`src/hw/fsrx_map.vh`:
```
/*
 * Register offsets, field positions and reset values of the FSK receive
 * frame acquisition block. Assumes an 8-bit register port.
 */
`ifndef FSRX_MAP_VH
`define FSRX_MAP_VH

// ==========================================================
// Register offsets
`define FSRX_A_CFG      8'h00
`define FSRX_A_PTHR     8'h01
`define FSRX_A_STHR     8'h02
`define FSRX_A_SCFG     8'h03
`define FSRX_A_PLEN_LO  8'h04
`define FSRX_A_PLEN_HI  8'h05
`define FSRX_A_SW0_LO   8'h06
`define FSRX_A_SW0_HI   8'h07
`define FSRX_A_SW1_LO   8'h08
`define FSRX_A_SW1_HI   8'h09
`define FSRX_A_RAW_LO   8'h0A
`define FSRX_A_RAW_HI   8'h0B
`define FSRX_A_FREEZE   8'h10
`define FSRX_A_PHR      8'h11
`define FSRX_A_RXL_LO   8'h12
`define FSRX_A_RXL_HI   8'h13
`define FSRX_A_EDV      8'h14

// ==========================================================
// Field positions in the configuration register
`define FSRX_B_PTO      0
`define FSRX_B_MSE      1
`define FSRX_B_SS       2
`define FSRX_B_HQ       3
`define FSRX_B_REV      4
`define FSRX_B_PDTM     5
`define FSRX_B_EN       6

// ==========================================================
// Reset values
`define FSRX_R_CFG      8'h40
`define FSRX_R_PTHR     8'h40
`define FSRX_R_STHR     4'h8
`define FSRX_R_SCFG     4'h0
`define FSRX_R_PLEN     10'h008
`define FSRX_R_SW0      16'h904E
`define FSRX_R_SW1      16'h7A0E
`define FSRX_R_RAW      11'h000
`define FSRX_PN_SEED    9'h1FF
`define FSRX_PHR_LAST   4'hF

`endif

```
`src/hw/fsrx_corr.v`:
```
/*
 * Soft correlator over 16 frequency estimates against one 16-bit word.
 * Assumes the window holds estimate n in bits 4n+3..4n, n = 0 oldest.
 */
`timescale 1ns/10ps
`default_nettype none

module fsrx_corr (
	input  wire        i_clk,
	input  wire        i_rst_b,
	input  wire [63:0] i_win,
	input  wire [15:0] i_word,
	output reg  [7:0]  o_sum
);

	// Running sum chain; estimates within +-7 give at most +-112, which fits 8 bits signed
	wire [135:0] acc;
	assign acc[7:0] = 8'h00;

	genvar n;
	generate
		for (n = 0; n < 16; n = n + 1) begin : g_tap
			wire [7:0] x = {{4{i_win[4*n+3]}}, i_win[4*n+3:4*n]};
			// Word bit 15 pairs with the oldest estimate
			wire [7:0] t = i_word[15-n] ? x : (8'h00 - x);
			assign acc[8*n+15:8*n+8] = acc[8*n+7:8*n] + t;
		end
	endgenerate

	always @(posedge i_clk) begin
		if (!i_rst_b)
			o_sum <= 8'h00;
		else
			o_sum <= acc[135:128];
	end

endmodule

`default_nettype wire

```
`src/hw/fsrx_top.v`:
```
/*
 * FSK receive frame acquisition: preamble lock, sync word search, header
 * parse, mode-switch and RAW delivery into the frame buffer.
 * Assumes a demodulator giving soft estimates and a preamble correlator
 * value per symbol, and a decoder giving info bits after sync.
 */
//
// Contract
// - Searching for preamble: listen state, freeze status reads 0.
// - Correlator value above preamble threshold enters lock, freeze reads 1.
// - Timeout enabled: leave lock when no sync within preamble length.
// - Timeout disabled: leave lock once correlation drops to threshold.
// - Sync word search runs only in preamble lock.
// - Dual sense tests both word hypotheses at once against threshold.
// - Dual sense prefers config 0 and flag 0; config 1 only alone.
// - Single sense needs word 0 then word 1; config 0, flag 0.
// - Winning config selects RAW and FEC for the whole frame.
// - Threshold 15 with hard quantizing accepts only exact words.
// - Non-RAW, non-switch header: parse FCS type, de-whiten, length.
// - Expose length, switch flag, reserved bits, FCS, DW, sync flag, power.
// - Zero-length frames are dropped silently with no frame start.
// - Mode-switch header: write 16 bits raw to buffer, set flag.
// - Mode-switch frame disables FCS and address filtering.
// - RAW: write octets with chosen bit order, no de-whiten or filters.
// - Coded RAW frames buffer decoded bits; length counts decoded octets.
// - Sync threshold equals seven times the threshold field.
// - Single sense correlates word 0 then next 16 with word 1.
// - Hard quantizing maps estimates to -7 if negative, else +7.
`include "fsrx_map.vh"
`timescale 1ns/10ps
`default_nettype none

module fsrx_top (
	input  wire        i_clk,
	input  wire        i_rst_b,
	input  wire [7:0]  i_addr,
	input  wire [7:0]  i_wdata,
	input  wire        i_wr,
	input  wire        i_rd,
	output reg  [7:0]  o_rdata,
	input  wire        i_sym_vld,
	input  wire [3:0]  i_sym,
	input  wire [7:0]  i_pre_corr,
	input  wire        i_dbit_vld,
	input  wire        i_dbit,
	input  wire [7:0]  i_energy,
	output reg         o_freeze_status,
	output reg         o_raw_mode,
	output reg         o_fec_en,
	output reg         o_fcs_dis,
	output reg         o_addr_filt_dis,
	output reg         o_frame_start_irq,
	output reg         o_rx_done,
	output reg         o_fb_we,
	output reg  [10:0] o_fb_addr,
	output reg  [7:0]  o_fb_wdata
);

	localparam [3:0] ST_LISTEN = 4'b0001;
	localparam [3:0] ST_LOCK   = 4'b0010;
	localparam [3:0] ST_PHR    = 4'b0100;
	localparam [3:0] ST_PSDU   = 4'b1000;

	// ==========================================================
	// Register file
	reg  [7:0]   cfg_r;
	reg  [7:0]   pthr_r;
	reg  [3:0]   sthr_r;
	reg  [3:0]   scfg_r;
	reg  [9:0]   plen_r;
	reg  [15:0]  sw0_r;
	reg  [15:0]  sw1_r;
	reg  [10:0]  rlen_r;
	reg  [5:0]   phr_st_r;
	reg  [10:0]  rxlen_r;
	reg  [7:0]   edv_r;
	reg  [7:0]   rd_nxt;

	always @(posedge i_clk) begin
		if (!i_rst_b) begin
			cfg_r  <= `FSRX_R_CFG;
			pthr_r <= `FSRX_R_PTHR;
			sthr_r <= `FSRX_R_STHR;
			scfg_r <= `FSRX_R_SCFG;
			plen_r <= `FSRX_R_PLEN;
			sw0_r  <= `FSRX_R_SW0;
			sw1_r  <= `FSRX_R_SW1;
			rlen_r <= `FSRX_R_RAW;
		end else if (i_wr) begin
			case (i_addr)
				`FSRX_A_CFG:     cfg_r <= i_wdata;
				`FSRX_A_PTHR:    pthr_r <= i_wdata;
				`FSRX_A_STHR:    sthr_r <= i_wdata[3:0];
				`FSRX_A_SCFG:    scfg_r <= i_wdata[3:0];
				`FSRX_A_PLEN_LO: plen_r[7:0] <= i_wdata;
				`FSRX_A_PLEN_HI: plen_r[9:8] <= i_wdata[1:0];
				`FSRX_A_SW0_LO:  sw0_r[7:0] <= i_wdata;
				`FSRX_A_SW0_HI:  sw0_r[15:8] <= i_wdata;
				`FSRX_A_SW1_LO:  sw1_r[7:0] <= i_wdata;
				`FSRX_A_SW1_HI:  sw1_r[15:8] <= i_wdata;
				`FSRX_A_RAW_LO:  rlen_r[7:0] <= i_wdata;
				`FSRX_A_RAW_HI:  rlen_r[10:8] <= i_wdata[2:0];
				default:         cfg_r <= cfg_r;
			endcase
		end
	end

	reg  [3:0]   state_r;

	always @* begin
		rd_nxt = 8'h00;
		case (i_addr)
			`FSRX_A_CFG:     rd_nxt = cfg_r;
			`FSRX_A_PTHR:    rd_nxt = pthr_r;
			`FSRX_A_STHR:    rd_nxt = {4'h0, sthr_r};
			`FSRX_A_SCFG:    rd_nxt = {4'h0, scfg_r};
			`FSRX_A_PLEN_LO: rd_nxt = plen_r[7:0];
			`FSRX_A_PLEN_HI: rd_nxt = {6'h00, plen_r[9:8]};
			`FSRX_A_SW0_LO:  rd_nxt = sw0_r[7:0];
			`FSRX_A_SW0_HI:  rd_nxt = sw0_r[15:8];
			`FSRX_A_SW1_LO:  rd_nxt = sw1_r[7:0];
			`FSRX_A_SW1_HI:  rd_nxt = sw1_r[15:8];
			`FSRX_A_RAW_LO:  rd_nxt = rlen_r[7:0];
			`FSRX_A_RAW_HI:  rd_nxt = {5'h00, rlen_r[10:8]};
			`FSRX_A_FREEZE:  rd_nxt = {7'h00, ~state_r[0]};
			`FSRX_A_PHR:     rd_nxt = {2'h0, phr_st_r};
			`FSRX_A_RXL_LO:  rd_nxt = rxlen_r[7:0];
			`FSRX_A_RXL_HI:  rd_nxt = {5'h00, rxlen_r[10:8]};
			`FSRX_A_EDV:     rd_nxt = edv_r;
			default:         rd_nxt = 8'h00;
		endcase
	end

	always @(posedge i_clk) begin
		if (!i_rst_b)
			o_rdata <= 8'h00;
		else
			o_rdata <= i_rd ? rd_nxt : 8'h00;
	end

	// ==========================================================
	// Symbol history and correlators
	wire         hq  = cfg_r[`FSRX_B_HQ];
	wire         ss  = cfg_r[`FSRX_B_SS];
	wire         pto = cfg_r[`FSRX_B_PTO];
	wire         mse = cfg_r[`FSRX_B_MSE];
	wire         rev = cfg_r[`FSRX_B_REV];
	wire         en  = cfg_r[`FSRX_B_EN];
	// -7 or +7 only, so full confidence on every bit decision
	wire [3:0]   qsym = hq ? (i_sym[3] ? 4'h9 : 4'h7) : i_sym;
	reg  [127:0] hist_r;
	reg  [1:0]   v_d_r;
	wire [23:0]  csum;

	always @(posedge i_clk) begin
		if (!i_rst_b) begin
			hist_r <= 128'h0;
			v_d_r  <= 2'b00;
		end else begin
			// Registered sums see a symbol two edges after it is taken
			v_d_r <= {v_d_r[0], i_sym_vld};
			if (i_sym_vld)
				hist_r <= {hist_r[123:0], qsym};
		end
	end

	// Window slot order is reversed so that slot n is estimate k+n
	wire [63:0]  win_new;
	wire [63:0]  win_old;
	genvar g;
	generate
		for (g = 0; g < 16; g = g + 1) begin : g_win
			assign win_new[4*g+3:4*g] = hist_r[4*(15-g)+3:4*(15-g)];
			assign win_old[4*g+3:4*g] = hist_r[4*(31-g)+3:4*(31-g)];
		end
	endgenerate

	// Slot 2 holds word 0 against the older 16 estimates for single sense
	generate
		for (g = 0; g < 3; g = g + 1) begin : g_corr
			fsrx_corr u_corr (
				.i_clk   (i_clk),
				.i_rst_b (i_rst_b),
				.i_win   ((g == 2) ? win_old : win_new),
				.i_word  ((g == 1) ? sw1_r : sw0_r),
				.o_sum   (csum[8*g+7:8*g])
			);
		end
	endgenerate
	wire [7:0]   s0 = csum[7:0];
	wire [7:0]   s1 = csum[15:8];
	wire [7:0]   s2 = csum[23:16];

	wire [7:0]   tsfd = {1'b0, sthr_r, 3'b000} - {4'h0, sthr_r};
	wire         h0 = $signed(s0) > $signed(tsfd);
	wire         h1 = $signed(s1) > $signed(tsfd);
	wire         hs = ($signed(s2) > $signed(tsfd)) & h1;
	wire         hit = ss ? hs : (h0 | h1);
	wire         sel1 = ~ss & ~h0 & h1;
	wire [1:0]   win_cfg = sel1 ? scfg_r[3:2] : scfg_r[1:0];

	// ==========================================================
	// Frame sequencer
	reg  [12:0]  tcnt_r;
	reg  [3:0]   pcnt_r;
	reg  [15:0]  phr_r;
	reg          ms_r;
	reg          dw_r;
	reg          rev_r;
	reg  [8:0]   pn_r;
	reg  [13:0]  bcnt_r;
	reg  [7:0]   oct_r;
	reg  [2:0]   ocnt_r;
	reg  [10:0]  fba_r;

	wire [12:0]  tlim = {plen_r, 3'b000};
	wire         ms_now = (pcnt_r == 4'h0) ? (i_dbit & mse) : ms_r;
	wire [15:0]  phr_full = {phr_r[14:0], i_dbit};
	wire [10:0]  phr_len = phr_full[10:0];
	wire         in_phr = state_r[2] & i_dbit_vld;
	wire         in_psdu = state_r[3] & i_dbit_vld;
	wire         push = (in_phr & ms_now) | in_psdu;
	wire         pbit = (state_r[3] & dw_r) ? (i_dbit ^ pn_r[0]) : i_dbit;
	wire [7:0]   oct_nxt = rev_r ? {oct_r[6:0], pbit} : {pbit, oct_r[7:1]};

	always @(posedge i_clk) begin
		if (!i_rst_b) begin
			state_r <= ST_LISTEN;
			tcnt_r <= 13'h0000;
			pcnt_r <= 4'h0;
			phr_r <= 16'h0000;
			ms_r <= 1'b0;
			dw_r <= 1'b0;
			rev_r <= 1'b0;
			pn_r <= `FSRX_PN_SEED;
			bcnt_r <= 14'h0000;
			oct_r <= 8'h00;
			ocnt_r <= 3'h0;
			fba_r <= 11'h000;
			phr_st_r <= 6'h00;
			rxlen_r <= 11'h000;
			edv_r <= 8'h00;
			o_raw_mode <= 1'b0;
			o_fec_en <= 1'b0;
			o_fcs_dis <= 1'b0;
			o_addr_filt_dis <= 1'b0;
			o_frame_start_irq <= 1'b0;
			o_rx_done <= 1'b0;
			o_fb_we <= 1'b0;
			o_fb_addr <= 11'h000;
			o_fb_wdata <= 8'h00;
			o_freeze_status <= 1'b0;
		end else begin
			o_frame_start_irq <= 1'b0;
			o_rx_done <= 1'b0;
			o_fb_we <= 1'b0;
			// Trails the state by one cycle so it stays a plain flip-flop
			o_freeze_status <= ~state_r[0];
			if (push) begin
				oct_r <= oct_nxt;
				ocnt_r <= ocnt_r + 3'h1;
				if (ocnt_r == 3'h7) begin
					o_fb_we <= 1'b1;
					o_fb_wdata <= oct_nxt;
					o_fb_addr <= fba_r;
					fba_r <= fba_r + 11'h001;
				end
			end
			case (state_r)
				ST_LISTEN: begin
					tcnt_r <= 13'h0000;
					if (en & i_sym_vld & (i_pre_corr > pthr_r))
						state_r <= ST_LOCK;
				end
				ST_LOCK: begin
					if (v_d_r[1] & hit) begin
						o_raw_mode <= win_cfg[0];
						o_fec_en <= win_cfg[1];
						phr_st_r <= {sel1, 5'h00};
						pcnt_r <= 4'h0;
						ocnt_r <= 3'h0;
						fba_r <= 11'h000;
						rev_r <= rev;
						dw_r <= 1'b0;
						o_fcs_dis <= win_cfg[0];
						o_addr_filt_dis <= win_cfg[0];
						if (!win_cfg[0])
							state_r <= ST_PHR;
						else if (rlen_r == 11'h000)
							state_r <= ST_LISTEN;
						else begin
							rxlen_r <= rlen_r;
							edv_r <= i_energy;
							bcnt_r <= {rlen_r, 3'b000};
							o_frame_start_irq <= 1'b1;
							state_r <= ST_PSDU;
						end
					end else if (i_sym_vld) begin
						tcnt_r <= tcnt_r + 13'h0001;
						if (pto & (tcnt_r + 13'h0001 >= tlim))
							state_r <= ST_LISTEN;
						else if (!pto & (i_pre_corr <= pthr_r))
							state_r <= ST_LISTEN;
					end
				end
				ST_PHR: begin
					if (i_dbit_vld) begin
						phr_r <= phr_full;
						pcnt_r <= pcnt_r + 4'h1;
						ms_r <= ms_now;
						if (pcnt_r == `FSRX_PHR_LAST) begin
							edv_r <= i_energy;
							if (ms_now) begin
								// Other header fields are not meaningful here
								phr_st_r <= {phr_st_r[5], 5'h01};
								o_fcs_dis <= 1'b1;
								o_addr_filt_dis <= 1'b1;
								rxlen_r <= 11'h002;
								o_frame_start_irq <= 1'b1;
								o_rx_done <= 1'b1;
								state_r <= ST_LISTEN;
							end else if (phr_len == 11'h000) begin
								state_r <= ST_LISTEN;
							end else begin
								phr_st_r <= {phr_st_r[5], phr_full[11], phr_full[12],
									phr_full[13], phr_full[14], phr_full[15]};
								rxlen_r <= phr_len;
								dw_r <= phr_full[11];
								pn_r <= `FSRX_PN_SEED;
								rev_r <= 1'b0;
								ocnt_r <= 3'h0;
								bcnt_r <= {phr_len, 3'b000};
								o_frame_start_irq <= 1'b1;
								state_r <= ST_PSDU;
							end
						end
					end
				end
				ST_PSDU: begin
					if (i_dbit_vld) begin
						pn_r <= {pn_r[0] ^ pn_r[5], pn_r[8:1]};
						bcnt_r <= bcnt_r - 14'h0001;
						if (bcnt_r == 14'h0001) begin
							o_rx_done <= 1'b1;
							state_r <= ST_LISTEN;
						end
					end
				end
				default: state_r <= ST_LISTEN;
			endcase
			// Abort keeps the last status but drops any frame in flight
			if (!en)
				state_r <= ST_LISTEN;
		end
	end

endmodule

`default_nettype wire

```
`config.mk`:
```
export PLATFORM = sky130hd
export DESIGN_NAME = fsrx_top
export DESIGN_NICKNAME = d
export VERILOG_FILES = /design/src/hw/fsrx_corr.v /design/src/hw/fsrx_top.v
export VERILOG_INCLUDE_DIRS = /design/src /design/src/hw
export SDC_FILE = /design/constraint.sdc
export NUM_CORES = 1
export LEC_CHECK = 0
export ABC_CLOCK_PERIOD_IN_PS = 6800
export BUFFER_PORTS_ARGS = -buffer_cell sky130_fd_sc_hd__buf_2
export CAP_MARGIN = 10
export CORE_MARGIN = 4
export CORE_UTILIZATION = 45
export CTS_BUF_LIST = sky130_fd_sc_hd__clkbuf_2 sky130_fd_sc_hd__clkbuf_4 sky130_fd_sc_hd__clkbuf_8
export CTS_CLUSTER_DIAMETER = 120
export DETAILED_ROUTE_END_ITERATION = 10
export SYNTH_ARGS = -nofsm -noshare
export SYNTH_HDL_FRONTEND = slang
export SYNTH_SLANG_ARGS = --single-unit
```
`constraint.sdc`:
```
create_clock -name i_clk -period 6.8 [get_ports i_clk]
set_clock_uncertainty 0.2 [all_clocks]
set_input_delay 0.68 -clock i_clk [delete_from_list [all_inputs] [get_ports i_clk]]
set_output_delay 0.68 -clock i_clk [all_outputs]
set_load 0.1 [all_outputs]
```
==> results.json <==
{
  "clk_latency_ns": 0.69,
  "cap_viol_max_count": 0,
  "synthesis.nets": 3296,
  "min_from": "i_energy[1]",
  "ys_seq_area_share_pct": 28.9,
  "yosysTopAreaCell": "dfxtp_1",
  "path_class": "flop to flop",
  "grt_overflow": 0,
  "num-fill-cells": 5361,
  "port_buffers": 77,
  "synth_common_cells": "dfxtp_1 (373), nor2_1 (373), inv_1 (339)",
  "hold_violations": 0,
  "synth_top_area_share_pct": 28.9,
  "preCtsSetupSlack_ns": 0.772,
  "pwr-share-comb_pct": 12.7,
  "die_h_um": 247,
  "core_area_um2": 56600,
  "regArea_um2": 7470,
  "wl_met3_um": 5990,
  "routed-via-count": 20400,
  "r2r_end": "g_corr[0].u_corr.o_sum[7]",
  "cts.reportedPaths.clkPinSlew_ns": 0.06,
  "layout_min_cycle_time_ns": 6.06,
  "clk_path_buf_depth": 3,
  "area_growth_pct": 9.71,
  "topRoutingLayerUsed": "met5",
  "wl_um": 72900,
  "critPathLaunch": "sw0_r[9]",
  "start_util_pct": 45.6,
  "antenna_found_initial": 10,
  "grt_pass1_vias": 20200,
  "slew_headroom_pct": 19.1,
  "htreeDepth": 3,
  "multi_input_area_um2": 16400,
  "post_cts_buffers": 0,
  "cp.required_ns": 7.10,
  "p_seq_share_pct": 41.9,
  "yosys-top-cells-area": "dfxtp_1 (29%), fa_1 (17%), mux2i_1 (8.7%)",
  "reg2regPathDepth": 19,
  "track_usage_pct": 23.6,
  "slew_viol_final": 0,
  "crit_end": "g_corr[0].u_corr.o_sum[7]",
  "post-route-period-util_pct": 89.1,
  "fp-row-count": 87,
  "die_w_um": 247,
  "grt_pass1_wl_um": 113000,
  "synth.distinct_cells": 73,
  "wl_per_cell_um": 19.4,
  "drive_gt1_share_pct": 9.88,
  "finalHoldWorstSlack_ns": 0.0438,
  "arrival_ns": 6.36,
  "leakage_nw": 12.3,
  "die-area_um2": 61200,
  "place_inst": 3611,
  "synth_area_um2": 25800,
  "gp_congestion": 0.927,
  "nets": 3306,
  "synth_edf_count": 0,
  "ys_ff_latch": 373,
  "wl_met1_um": 32600,
  "grt_max_degree": 154,
  "ios": 78,
  "instances_no_fill": 3749,
  "drt_iter0_markers": 1716,
  "p_sw_share_pct": 28.2,
  "end_kind": "flop",
  "violations": "design-rule violations",
  "hold_class": "primary input to flop",
  "layout_setup_ws_ns": 0.741,
  "max_freq_mhz": 165,
  "cts_sinks": 373,
  "r2r_setup_slack_ns": 0.74,
  "numCtsBuffers": 72,
  "fin_setup_tns_ns": 0,
  "syn_area_per_cell_um2": 8.84,
  "tritoncts": "done",
  "cts_hold_buf": 0,
  "net-switching-power_mw": 1.53,
  "tightest_slew_ns": 1.21,
  "cp_max_fo": 11,
  "ys_warn_count": 0,
  "irDropWorstVdd_v": 0.000135,
  "synthArstFlopShare_pct": 0,
  "first_pass_iters": 9,
  "r2r-start": "sw0_r[9]",
  "intPower_mw": 3.90,
  "powerDensity_nw_per_um2": 192,
  "cp-start-kind": "flop",
  "cts_root_buf": "clkbuf_8",
  "wl_met2_um": 32000,
  "status": "finished with violations",
  "post-dp-hpwl_um": 55600,
  "antenna_left": 0,
  "netlist_instances": 2919,
  "rsz0062_at_grt": "no",
  "cts_resized": 0,
  "via_per_inst": 5.44,
  "drcViolationCount": 2,
  "p_clk_share_pct": 45.4,
  "setup_violations": 0,
  "ys.flop_type": "dfxtp_1"
}
==> power groups by stage <==
| stage | clock network (mW) | registers (mW) | logic, mW |
|---|---|---|---|
| 3_5_place_dp | 0 | 2.32 | 0.685 |
| 4_1_cts | 2.54 | 2.27 | 0.689 |
| 6_report | 2.47 | 2.27 | 0.690 |
| 3_3_place_gp | 0 | 2.32 | 0.674 |
| 5_1_grt | 2.62 | 2.28 | 0.771 |
| 2_1_floorplan | 0 | 2.31 | 0.515 |
==> kinds of logic (layout without fill, tap and decap cells) <==
| family | after synthesis | after routing | synth area share [%] |
|---|---|---|---|
| compound gates | 385 | 385 | 9.56 |
| xor+xnor | 176 | 176 | 5.98 |
| fa+ha+maj | 334 | 334 | 22.5 |
| buf+inv | 503 | 570 | 7.45 |
| flops | 373 | 373 | 28.9 |
| mux | 258 | 258 | 10.3 |
| other cells | 0 | 7 | 0 |
| simple gates | 890 | 890 | 15.3 |
==> layer usage <==
metal	vias up	GRT usage, %
li1	9642	-
met1	9900	33.2
met2	723	36.0
met3	144	4.97
met4	2	8.84
met5	-	0
==> worst min path at each step <==
| stage | endpoint | slack, ns | depth (start not counted) |
|---|---|---|---|
| 2_1_floorplan | v_d_r[1] | 0.21 | 1 |
| 3_3_place_gp | o_fb_wdata[0] | 0.24 | 2 |
| 3_5_place_dp | o_fb_addr[10] | 0.25 | 2 |
| 4_1_cts | edv_r[1] | 0.01 | 3 |
| 5_1_grt | edv_r[1] | 0.06 | 3 |
| 6_report | edv_r[1] | 0.04 | 3 |
==> layout by cell type (no fill, tap or decap), drive strengths merged, types with 7 or more instances in the layout <==
cell and n:
a31oi 17, ha 119, fa 215, a21o 11, nand4 14, dfxtp 373, o31ai 12, xnor2 112
o21ai 53, nand3b 8, mux2i 223, nor4 14, a221oi 14, clkbuf 111, inv 344, buf 99
nor2b 22, nand2b 10, a211oi 30, a21oi 174, nand2 223, nor3 70, mux2 32, o21a 9
and3 16, nand3 93, nor2 373, a22oi 15, and2 18, diode 7, xor2 64, clkinv 11
==> worst max-delay path: stages, from the launching register on <==
cell and delay [ns]:
dfxtp_1 0.78, nor2_1 0.13, xor2_1 0.19, fa_1 0.55, inv_1 0.06, fa_1 0.54
inv_1 0.06, fa_1 0.53, fa_1 0.45, fa_1 0.55, inv_1 0.06, fa_1 0.62
inv_1 0.07, ha_1 0.28, a21o_1 0.17, a21oi_1 0.21, o21bai_1 0.09, a21oi_1 0.18
xnor2_1 0.13, nor2_1 0.06
==> area by class of cell <==
| class | instances | area share, % |
|---|---|---|
| clock buffer | 111 | 5.00 |
| clock inverter | 20 | 0.694 |
| antenna | 7 | 0.0619 |
| inverter | 340 | 4.54 |
| multi-input combinational | 2043 | 58.0 |
| sequential | 373 | 26.4 |
| timing repair buffer | 99 | 1.97 |
| tap | 756 | 3.34 |
==> flip-flops by register name, summed over array words and instances (netlist names), 9 cells and up <==
register	count
g_corr.u_corr.o_sum	23
pn_r	9
phr_r	15
hist_r	128
o_fb_addr	11
bcnt_r	14
sw0_r	16
fba_r	11
plen_r	10
rlen_r	11
sw1_r	16
rxlen_r	11
tcnt_r	13
==> through the flow <==
stage	instance area, um2	utilization (%)	total power, mW
after detailed placement	26700	47.1	3.01
after floorplan	25800	-	2.82
after global routing	28300	50.0	5.67
after CTS	28300	50.0	5.50
final	28300	50.0	5.43
after global placement	26700	47.1	2.99
Note: power is estimated with default switching activity, not from simulation.
